<file path="src/shared/lhb_defs.svh">
// register map, field positions, reset values and constants
`ifndef LHB_DEFS_SVH
`define LHB_DEFS_SVH
// ----------------------------------------
// register offsets
// ----------------------------------------
`define LHB_OFS_LINCTL 8'h00
`define LHB_OFS_LINSTS 8'h04
`define LHB_OFS_TIMCTL 8'h08
`define LHB_OFS_TIMPRE 8'h0C
`define LHB_OFS_TIMCNT 8'h10
`define LHB_OFS_UCTL1 8'h14
`define LHB_OFS_IDENT 8'h18
`define LHB_OFS_MEAS 8'h1C
// ----------------------------------------
// control fields
// ----------------------------------------
`define LHB_CTL_EN 0
`define LHB_CTL_MASTER 1
`define LHB_CTL_ARM 2
`define LHB_CTL_PASS 3
`define LHB_CTL_BRK_IE 4
`define LHB_CTL_SYNC_IE 5
`define LHB_CTL_COL_IE 6
`define LHB_CTL_W 7
`define LHB_CTL_RST 7'h00
`define LHB_TIM_START 0
`define LHB_UCTL_TE 0
// ----------------------------------------
// values
// ----------------------------------------
`define LHB_TIM_RST 16'h0000
`define LHB_ID_RST 8'h00
`define LHB_SYNC_BYTE 8'h55
`define LHB_SYNC_LAST_FALL 3'h3
`endif

</file>
<file path="src/shared/lhb_pkg.sv">
// types shared by the header assist block
package lhb_pkg;
   typedef enum logic [3:0] {
      ST_IDLE, ST_BRK_GEN, ST_TX_SYNC, ST_TX_ID, ST_WAIT_BRK,
      ST_WAIT_HIGH, ST_WAIT_START, ST_MEASURE, ST_COMM
   } lhb_state_t;
   typedef struct packed {
      logic collision;
      logic sync_done;
      logic brk;
   } lhb_flags_t;
endpackage : lhb_pkg

</file>
<file path="src/rtl/lhb_top.sv">
// header break, sync measurement and collision assist for a serial bus
`timescale 1ns/100ps
`include "lhb_defs.svh"
module lhb_top (
   input wire logic clock,
   input wire logic rst_b,
   input wire logic psel,
   input wire logic penable,
   input wire logic pwrite,
   input wire logic [7:0] paddr,
   input wire logic [31:0] pwdata,
   output logic [31:0] prdata,
   output logic pready,
   output logic pslverr,
   input wire logic receive_line_in,
   output logic transmit_line_out,
   input wire logic uart_txd_in,
   output logic uart_rxd_out,
   input wire logic uart_latch_strobe,
   output logic uart_tx_valid,
   input wire logic uart_tx_ready,
   output logic [7:0] uart_tx_data,
   output logic timer_irq_req,
   output lhb_pkg::lhb_flags_t flags_out
);
   import lhb_pkg::*;
   // ----------------------------------------
   // state and registers
   // ----------------------------------------
   lhb_state_t st;
   logic [6:0] ctl;
   logic te;
   logic [15:0] pre_reg, cnt_reg, pre_q, cnt_q, meas;
   logic [7:0] ident;
   lhb_flags_t flags;
   logic rx_meta, rx_sync, rx_prev, tx_d1, tx_d2;
   logic [2:0] falls;
   logic wr, rd_setup, hit, arm_wr, start_wr, fall, tick, down_run, under;
   logic brk_set, sync_set, col_set, gate;
   logic [2:0] clr;
   logic [31:0] next_rdata;

   assign wr = psel && penable && pwrite;
   assign rd_setup = psel && !penable && !pwrite;
   assign arm_wr = wr && paddr == `LHB_OFS_LINCTL && pwdata[`LHB_CTL_ARM];
   assign start_wr = wr && paddr == `LHB_OFS_TIMCTL
      && pwdata[`LHB_TIM_START];
   assign clr = (wr && paddr == `LHB_OFS_LINSTS) ? pwdata[2:0] : 3'h0;

   // ----------------------------------------
   // apb slave, zero wait states
   // ----------------------------------------
   always_comb begin
      hit = 1'b1;
      next_rdata = 32'h0000_0000;
      case (paddr)
         `LHB_OFS_LINCTL: next_rdata[6:0] = ctl;
         `LHB_OFS_LINSTS: next_rdata[2:0] = flags;
         `LHB_OFS_TIMCTL: next_rdata[0] = (st == ST_BRK_GEN);
         `LHB_OFS_TIMPRE: next_rdata[15:0] = pre_reg;
         `LHB_OFS_TIMCNT: next_rdata[15:0] = cnt_reg;
         `LHB_OFS_UCTL1: next_rdata[0] = te;
         `LHB_OFS_IDENT: next_rdata[7:0] = ident;
         `LHB_OFS_MEAS: next_rdata[15:0] = meas;
         default: hit = 1'b0;
      endcase
   end
   assign pready = 1'b1;
   assign pslverr = psel && penable && !hit;

   always_ff @(posedge clock or negedge rst_b) begin
      if (!rst_b) begin
         prdata <= 32'h0000_0000;
      end else if (rd_setup) begin
         prdata <= next_rdata;
      end
   end

   always_ff @(posedge clock or negedge rst_b) begin
      if (!rst_b) begin
         ctl <= `LHB_CTL_RST;
         te <= 1'b0;
         pre_reg <= `LHB_TIM_RST;
         cnt_reg <= `LHB_TIM_RST;
         ident <= `LHB_ID_RST;
      end else if (wr) begin
         case (paddr)
            // arm bit is a strobe, stored as zero
            `LHB_OFS_LINCTL: ctl <= pwdata[6:0] & 7'h7B;
            `LHB_OFS_TIMPRE: pre_reg <= pwdata[15:0];
            `LHB_OFS_TIMCNT: cnt_reg <= pwdata[15:0];
            `LHB_OFS_UCTL1: te <= pwdata[`LHB_UCTL_TE];
            `LHB_OFS_IDENT: ident <= pwdata[7:0];
            default: ;
         endcase
      end
   end

   // ----------------------------------------
   // receive synchroniser
   // ----------------------------------------
   always_ff @(posedge clock or negedge rst_b) begin
      if (!rst_b) begin
         rx_meta <= 1'b1;
         rx_sync <= 1'b1;
         rx_prev <= 1'b1;
      end else begin
         rx_meta <= receive_line_in;
         rx_sync <= rx_meta;
         rx_prev <= rx_sync;
      end
   end
   assign fall = rx_prev && !rx_sync;

   // ----------------------------------------
   // break timer
   // ----------------------------------------
   // low phase lasts (pre+1)*(cnt+1) clocks
   assign tick = (pre_q == 16'h0000);
   assign down_run = (st == ST_BRK_GEN) || (!rx_sync
      && (st == ST_WAIT_BRK || st == ST_COMM));
   assign under = down_run && tick && cnt_q == 16'h0000;

   always_ff @(posedge clock or negedge rst_b) begin
      if (!rst_b) begin
         pre_q <= `LHB_TIM_RST;
         cnt_q <= `LHB_TIM_RST;
      end else if (st == ST_WAIT_START) begin
         pre_q <= pre_reg;
         cnt_q <= 16'h0000;
      end else if (st == ST_MEASURE) begin
         pre_q <= tick ? pre_reg : pre_q - 16'h0001;
         if (tick) begin
            cnt_q <= cnt_q + 16'h0001;
         end
      end else if (down_run) begin
         pre_q <= tick ? pre_reg : pre_q - 16'h0001;
         if (tick) begin
            cnt_q <= under ? cnt_reg : cnt_q - 16'h0001;
         end
      end else begin
         // a high level in ST_WAIT_BRK or ST_COMM restarts the low-run count
         pre_q <= pre_reg;
         cnt_q <= cnt_reg;
      end
   end

   // ----------------------------------------
   // sequencer
   // ----------------------------------------
   assign sync_set = (st == ST_MEASURE) && fall
      && falls == `LHB_SYNC_LAST_FALL;

   always_ff @(posedge clock or negedge rst_b) begin
      if (!rst_b) begin
         st <= ST_IDLE;
         falls <= 3'h0;
         meas <= `LHB_TIM_RST;
         uart_tx_data <= 8'h00;
      end else if (!ctl[`LHB_CTL_EN]) begin
         st <= ST_IDLE;
      end else begin
         case (st)
            ST_IDLE: begin
               if (ctl[`LHB_CTL_MASTER] && start_wr) begin
                  st <= ST_BRK_GEN;
               end else if (!ctl[`LHB_CTL_MASTER] && arm_wr) begin
                  st <= ST_WAIT_BRK;
               end
            end
            ST_BRK_GEN: begin
               if (under) begin
                  st <= ST_TX_SYNC;
                  uart_tx_data <= `LHB_SYNC_BYTE;
               end
            end
            ST_TX_SYNC: begin
               if (uart_tx_ready) begin
                  st <= ST_TX_ID;
                  uart_tx_data <= ident;
               end
            end
            ST_TX_ID: begin
               if (uart_tx_ready) begin
                  st <= ST_COMM;
               end
            end
            ST_WAIT_BRK: begin
               if (under) begin
                  st <= ST_WAIT_HIGH;
               end
            end
            ST_WAIT_HIGH: begin
               if (rx_sync) begin
                  st <= ST_WAIT_START;
               end
            end
            ST_WAIT_START: begin
               if (fall) begin
                  st <= ST_MEASURE;
                  falls <= 3'h0;
               end
            end
            ST_MEASURE: begin
               if (sync_set) begin
                  st <= ST_COMM;
                  // the tick on the closing edge belongs to the span
                  meas <= cnt_q + {15'h0000, tick};
               end else if (fall) begin
                  falls <= falls + 3'h1;
               end
            end
            ST_COMM: begin
               // a slave re-synchronises on a break seen mid-frame
               if (under && !ctl[`LHB_CTL_MASTER]) begin
                  st <= ST_WAIT_HIGH;
               end
            end
            default: st <= ST_IDLE;
         endcase
      end
   end
   assign uart_tx_valid = (st == ST_TX_SYNC) || (st == ST_TX_ID);

   // ----------------------------------------
   // line outputs
   // ----------------------------------------
   assign transmit_line_out = (st == ST_BRK_GEN) ? 1'b0 : uart_txd_in;
   assign gate = (st == ST_WAIT_BRK) || (st == ST_WAIT_HIGH)
      || (st == ST_WAIT_START) || (st == ST_MEASURE);
   // receiver sees idle high when the header is withheld
   assign uart_rxd_out = (gate && !ctl[`LHB_CTL_PASS]) ? 1'b1
      : rx_sync;

   // ----------------------------------------
   // flags and shared interrupt
   // ----------------------------------------
   // driven level delayed to line up with the synchronised input
   always_ff @(posedge clock or negedge rst_b) begin
      if (!rst_b) begin
         tx_d1 <= 1'b1;
         tx_d2 <= 1'b1;
      end else begin
         tx_d1 <= transmit_line_out;
         tx_d2 <= tx_d1;
      end
   end
   assign brk_set = under;
   assign col_set = te && uart_latch_strobe && rx_sync != tx_d2;

   always_ff @(posedge clock or negedge rst_b) begin
      if (!rst_b) begin
         flags <= '0;
      end else begin
         // set wins over a clear in the same cycle
         flags.brk <= brk_set || (flags.brk && !clr[0]);
         flags.sync_done <= sync_set || (flags.sync_done && !clr[1]);
         flags.collision <= col_set || (flags.collision && !clr[2]);
      end
   end
   assign flags_out = flags;

   always_ff @(posedge clock or negedge rst_b) begin
      if (!rst_b) begin
         timer_irq_req <= 1'b0;
      end else begin
         timer_irq_req <= (brk_set && ctl[`LHB_CTL_BRK_IE])
            || (sync_set && ctl[`LHB_CTL_SYNC_IE])
            || (col_set && ctl[`LHB_CTL_COL_IE]);
      end
   end
endmodule : lhb_top

</file>
<file path="config.mk">
export PLATFORM = sky130hd
export DESIGN_NAME = lhb_top
export DESIGN_NICKNAME = d
export VERILOG_FILES = /design/src/shared/lhb_pkg.sv /design/src/rtl/lhb_top.sv
export VERILOG_INCLUDE_DIRS = /design/src /design/src/shared
export SDC_FILE = /design/constraint.sdc
export NUM_CORES = 1
export LEC_CHECK = 0
export ABC_AREA = 1
export CAP_MARGIN = 10
export CORE_MARGIN = 2
export CORE_UTILIZATION = 35
export DETAILED_ROUTE_END_ITERATION = 10
export DONT_BUFFER_PORTS = 1
export SETUP_SLACK_MARGIN = 0.05
export SLEW_MARGIN = 20
export SYNTH_ARGS = -nofsm -noshare
export SYNTH_HDL_FRONTEND = slang
export SYNTH_SLANG_ARGS = --single-unit
export TNS_END_PERCENT = 5
</file>
<file path="constraint.sdc">
create_clock -name clock -period 3 [get_ports clock]
set_input_delay 0.15 -clock clock [delete_from_list [all_inputs] [get_ports clock]]
set_output_delay 0.15 -clock clock [all_outputs]
set_load 0.05 [all_outputs]
</file>
==> impl_metrics.env <==
export IMPL_outcome="complete, but fails checks"
export IMPL_violations="negative hold slack"
export IMPL_initial_core_util_pct=35.55
export IMPL_synth_xor_area_share_pct=3.156
export IMPL_coreArea_um2=22640
export IMPL_slew_headroom_pct=38.43
export IMPL_cts_tree="done"
export IMPL_clk_latency_ns=0.42
export IMPL_tns_ns=0
export IMPL_syn_area_per_cell_um2=7.666
export IMPL_clk_pin_slew_ns=0.06
export IMPL_cellLeakagePower_nw=4.532
export IMPL_synth_seq_cells=135
export IMPL_crit_path_end_kind="flop"
export IMPL_drtPass1Iterations=5
export IMPL_avgRoutedWirePerCell_um=16.22
export IMPL_hold_ws_ns=-0.5774
export IMPL_worstMarginPinSlew_ns=0.9202
export IMPL_synth_compound_area_share_pct=11.47
export IMPL_syn_to_final_growth_pct=10.68
export IMPL_period_needed_ns=2.623
export IMPL_fin_crit_sh_pct=87.42
export IMPL_worst_slack_ns=0.3773
export IMPL_worstSetupStartpointType="flop"
export IMPL_netlist_area_um2=8049
export IMPL_yosys_area_share_simple_pct=31.09
export IMPL_cts_root_buf="clkbuf_16"
export IMPL_nets=1111
export IMPL_post_dp_hpwl_mm=15.93
export IMPL_synth_mux_area_share_pct=0.2487
export IMPL_vias_per_cell=5.058
export IMPL_synth_top_family_by_area="simple AND/OR/NAND/NOR gates"
export IMPL_grt_overflow=0
export IMPL_cts_buffers=17
export IMPL_grt_pass1_vias=6458
export IMPL_die_h_um=155.6
export IMPL_rows=55
export IMPL_cts_resized=0
export IMPL_ys_warnings_count=0
export IMPL_cts_root_to_sink_buffers=2
export IMPL_die_area_um2=24230
export IMPL_diodes=0
export IMPL_dp_slack_ns=0.3583
export IMPL_drive_gt1_share_pct=12.20
export IMPL_drc=0
export IMPL_port_buffers=0
export IMPL_netlist_instances=1050
export IMPL_peakVddDrop_mv=0.4177
export IMPL_grt_use_total_pct=18.71
export IMPL_critPathKind="flop to flop"
export IMPL_vias=6833
export IMPL_grt_antenna_before_repair=0
export IMPL_worst_ep_required_time_ns=3.31
export IMPL_boundaryPins=98
export IMPL_finClkSkew_ns=0.008733
export IMPL_cts_sinks=135
export IMPL_grt_max_degree=136
export IMPL_setup_viol=0
export IMPL_die_w_um=155.6
export IMPL_hold_class="input pin to async pin"
export IMPL_gp_congestion=0.9158
export IMPL_ys_seq_area_share_pct=42.05
export IMPL_drv_cap=0
export IMPL_multi_input_area_um2=3864
export IMPL_synth_adder_area_share_pct=1.244
export IMPL_powerDensity_nw_per_um2=502.9
export IMPL_drtAntennaViolNets=0
export IMPL_cp_arrival_ns=2.93
export IMPL_nFillCells=2281
export IMPL_post_cts_buffers=0
export IMPL_slew_violations=0
export IMPL_drt_iter0_drc=545
export IMPL_ctsHtreeMaxLevel=4
export IMPL_grt_pass1_wl_mm=35.20
export IMPL_cp_max_fo=6
export IMPL_fmax_mhz=381.3
export IMPL_ys_types=47
export IMPL_regArea_um2=3385
export IMPL_rsz0062_at_grt="false"
export IMPL_wirelength_mm=21.91
export IMPL_cts_hold_buf=15
export IMPL_hold_viol=135
worst max-delay path: stages, from the launching register on:
cell     delay, ns
dfrtp_1       0.38
inv_1         0.09
ha_1          0.21
nand2_2       0.12
nor2_8        0.17
nand2_4       0.08
nor2_4        0.13
ha_1          0.19
ha_1          0.18
nand3_1       0.10
nor2_1        0.22
nand2_1       0.15
nor2_1        0.18
nand2_1       0.08
xor2_1        0.16
o21ai_2       0.06
logic make-up after synthesis:
family,after synthesis
buffers and inverters,176
DFF,135
and+or+nand+nor,529
adders and majority gates,8
other,2
muxes,2
xor gates and xnor gates,29
AOI/OAI and AO/OA,169
cells in the mapped netlist, drive strengths merged:
library cell | number | area, µm²
clkinv | 2 | 21.27
nand3 | 76 | 435.4
nand3b | 5 | 37.54
nor3 | 11 | 77.57
buf | 45 | 344.1
inv | 121 | 459.2
mux2i | 2 | 20.02
dfstp | 5 | 131.4
o21bai | 1 | 7.510
a21oi | 32 | 163.9
dfrtp | 130 | 3253
nor2 | 111 | 571.8
nand4 | 15 | 93.84
clkbuf | 8 | 32.53
ha | 8 | 100.1
xor2 | 23 | 201.4
conb | 2 | 7.510
nand2 | 307 | 1261
a31oi | 2 | 12.51
o21ai | 126 | 675.7
or2 | 3 | 18.77
nor4 | 1 | 6.260
a211oi | 2 | 15.01
o22ai | 4 | 31.28
xnor2 | 6 | 52.55
o2bb2ai | 1 | 8.760
a41oi | 1 | 8.760
routing by layer:
layer  share of wire, %  track usage, %  wire length [µm]
met3                5.3           3.639              1164
met4               0.98           4.587               214
met2                 49           31.96             10720
met1                 45           24.47              9814
met5                  0               0                 0
cell type report:
| cell class | instances | area share, % |
|---|---|---|
| Multi-Input combinational cell | 754 | 43.37 |
| Sequential cell | 135 | 37.99 |
| Tap cell | 285 | 4.003 |
| Clock buffer | 19 | 4.972 |
| Clock inverter | 12 | 1.910 |
| Timing Repair Buffer | 23 | 2.360 |
| Inverter | 123 | 5.393 |
worst paths after layout:
path                            startpoint  depth (start not counted)          to  slack [ns]
worst max-delay path              pre_q[0]                         15    meas[14]        0.38
worst min-delay path                 rst_b                          0       st[1]       -0.58
worst max register to register    pre_q[0]                         15    meas[14]        0.38
worst min register to register     rx_meta                          0     rx_sync        0.36
max in group asynchronous            rst_b                          0  prdata[11]        3.33
min in group clock               pwdata[0]                          2      ctl[0]        0.01
cells in the final DEF (no fill, tap or decap), drive strengths merged:
master       instances
ha                   8
nand2              307
dlygate4sd3         15
mux2i                2
inv                124
dfstp                5
nor3                11
a211oi               2
clkinvlp             3
bufinv               3
nand4               15
nor2               111
o21bai               1
a31oi                2
o22ai                4
clkinv               5
nand3b               5
o2bb2ai              1
a41oi                1
nor4                 1
dfrtp              130
xor2                23
nand3               76
xnor2                6
buf                  8
or2                  3
a21oi               32
conb                17
o21ai              126
clkbuf              19
metrics by stage:
step / area [µm²] / power, mW / instances / utilization [%]
CTS: 8909 / 4.503 / 1351 / 39.35
floorplan: 8105 / 2.227 / 1065 / -
finish: 8909 / 4.480 / 1351 / 39.35
global placement: 8145 / 2.278 / 1305 / 35.98
detailed placement: 8145 / 2.283 / 1305 / 35.98
global route: 8909 / 4.625 / 1351 / 39.35
power by group:
part	internal [mW]	switching, mW	total [mW]
clock	1.34	0.869	2.21
sequential	1.86	0.0897	1.95
combinational	0.0968	0.225	0.322
No activity file was read; power rests on OpenSTA's default activity.
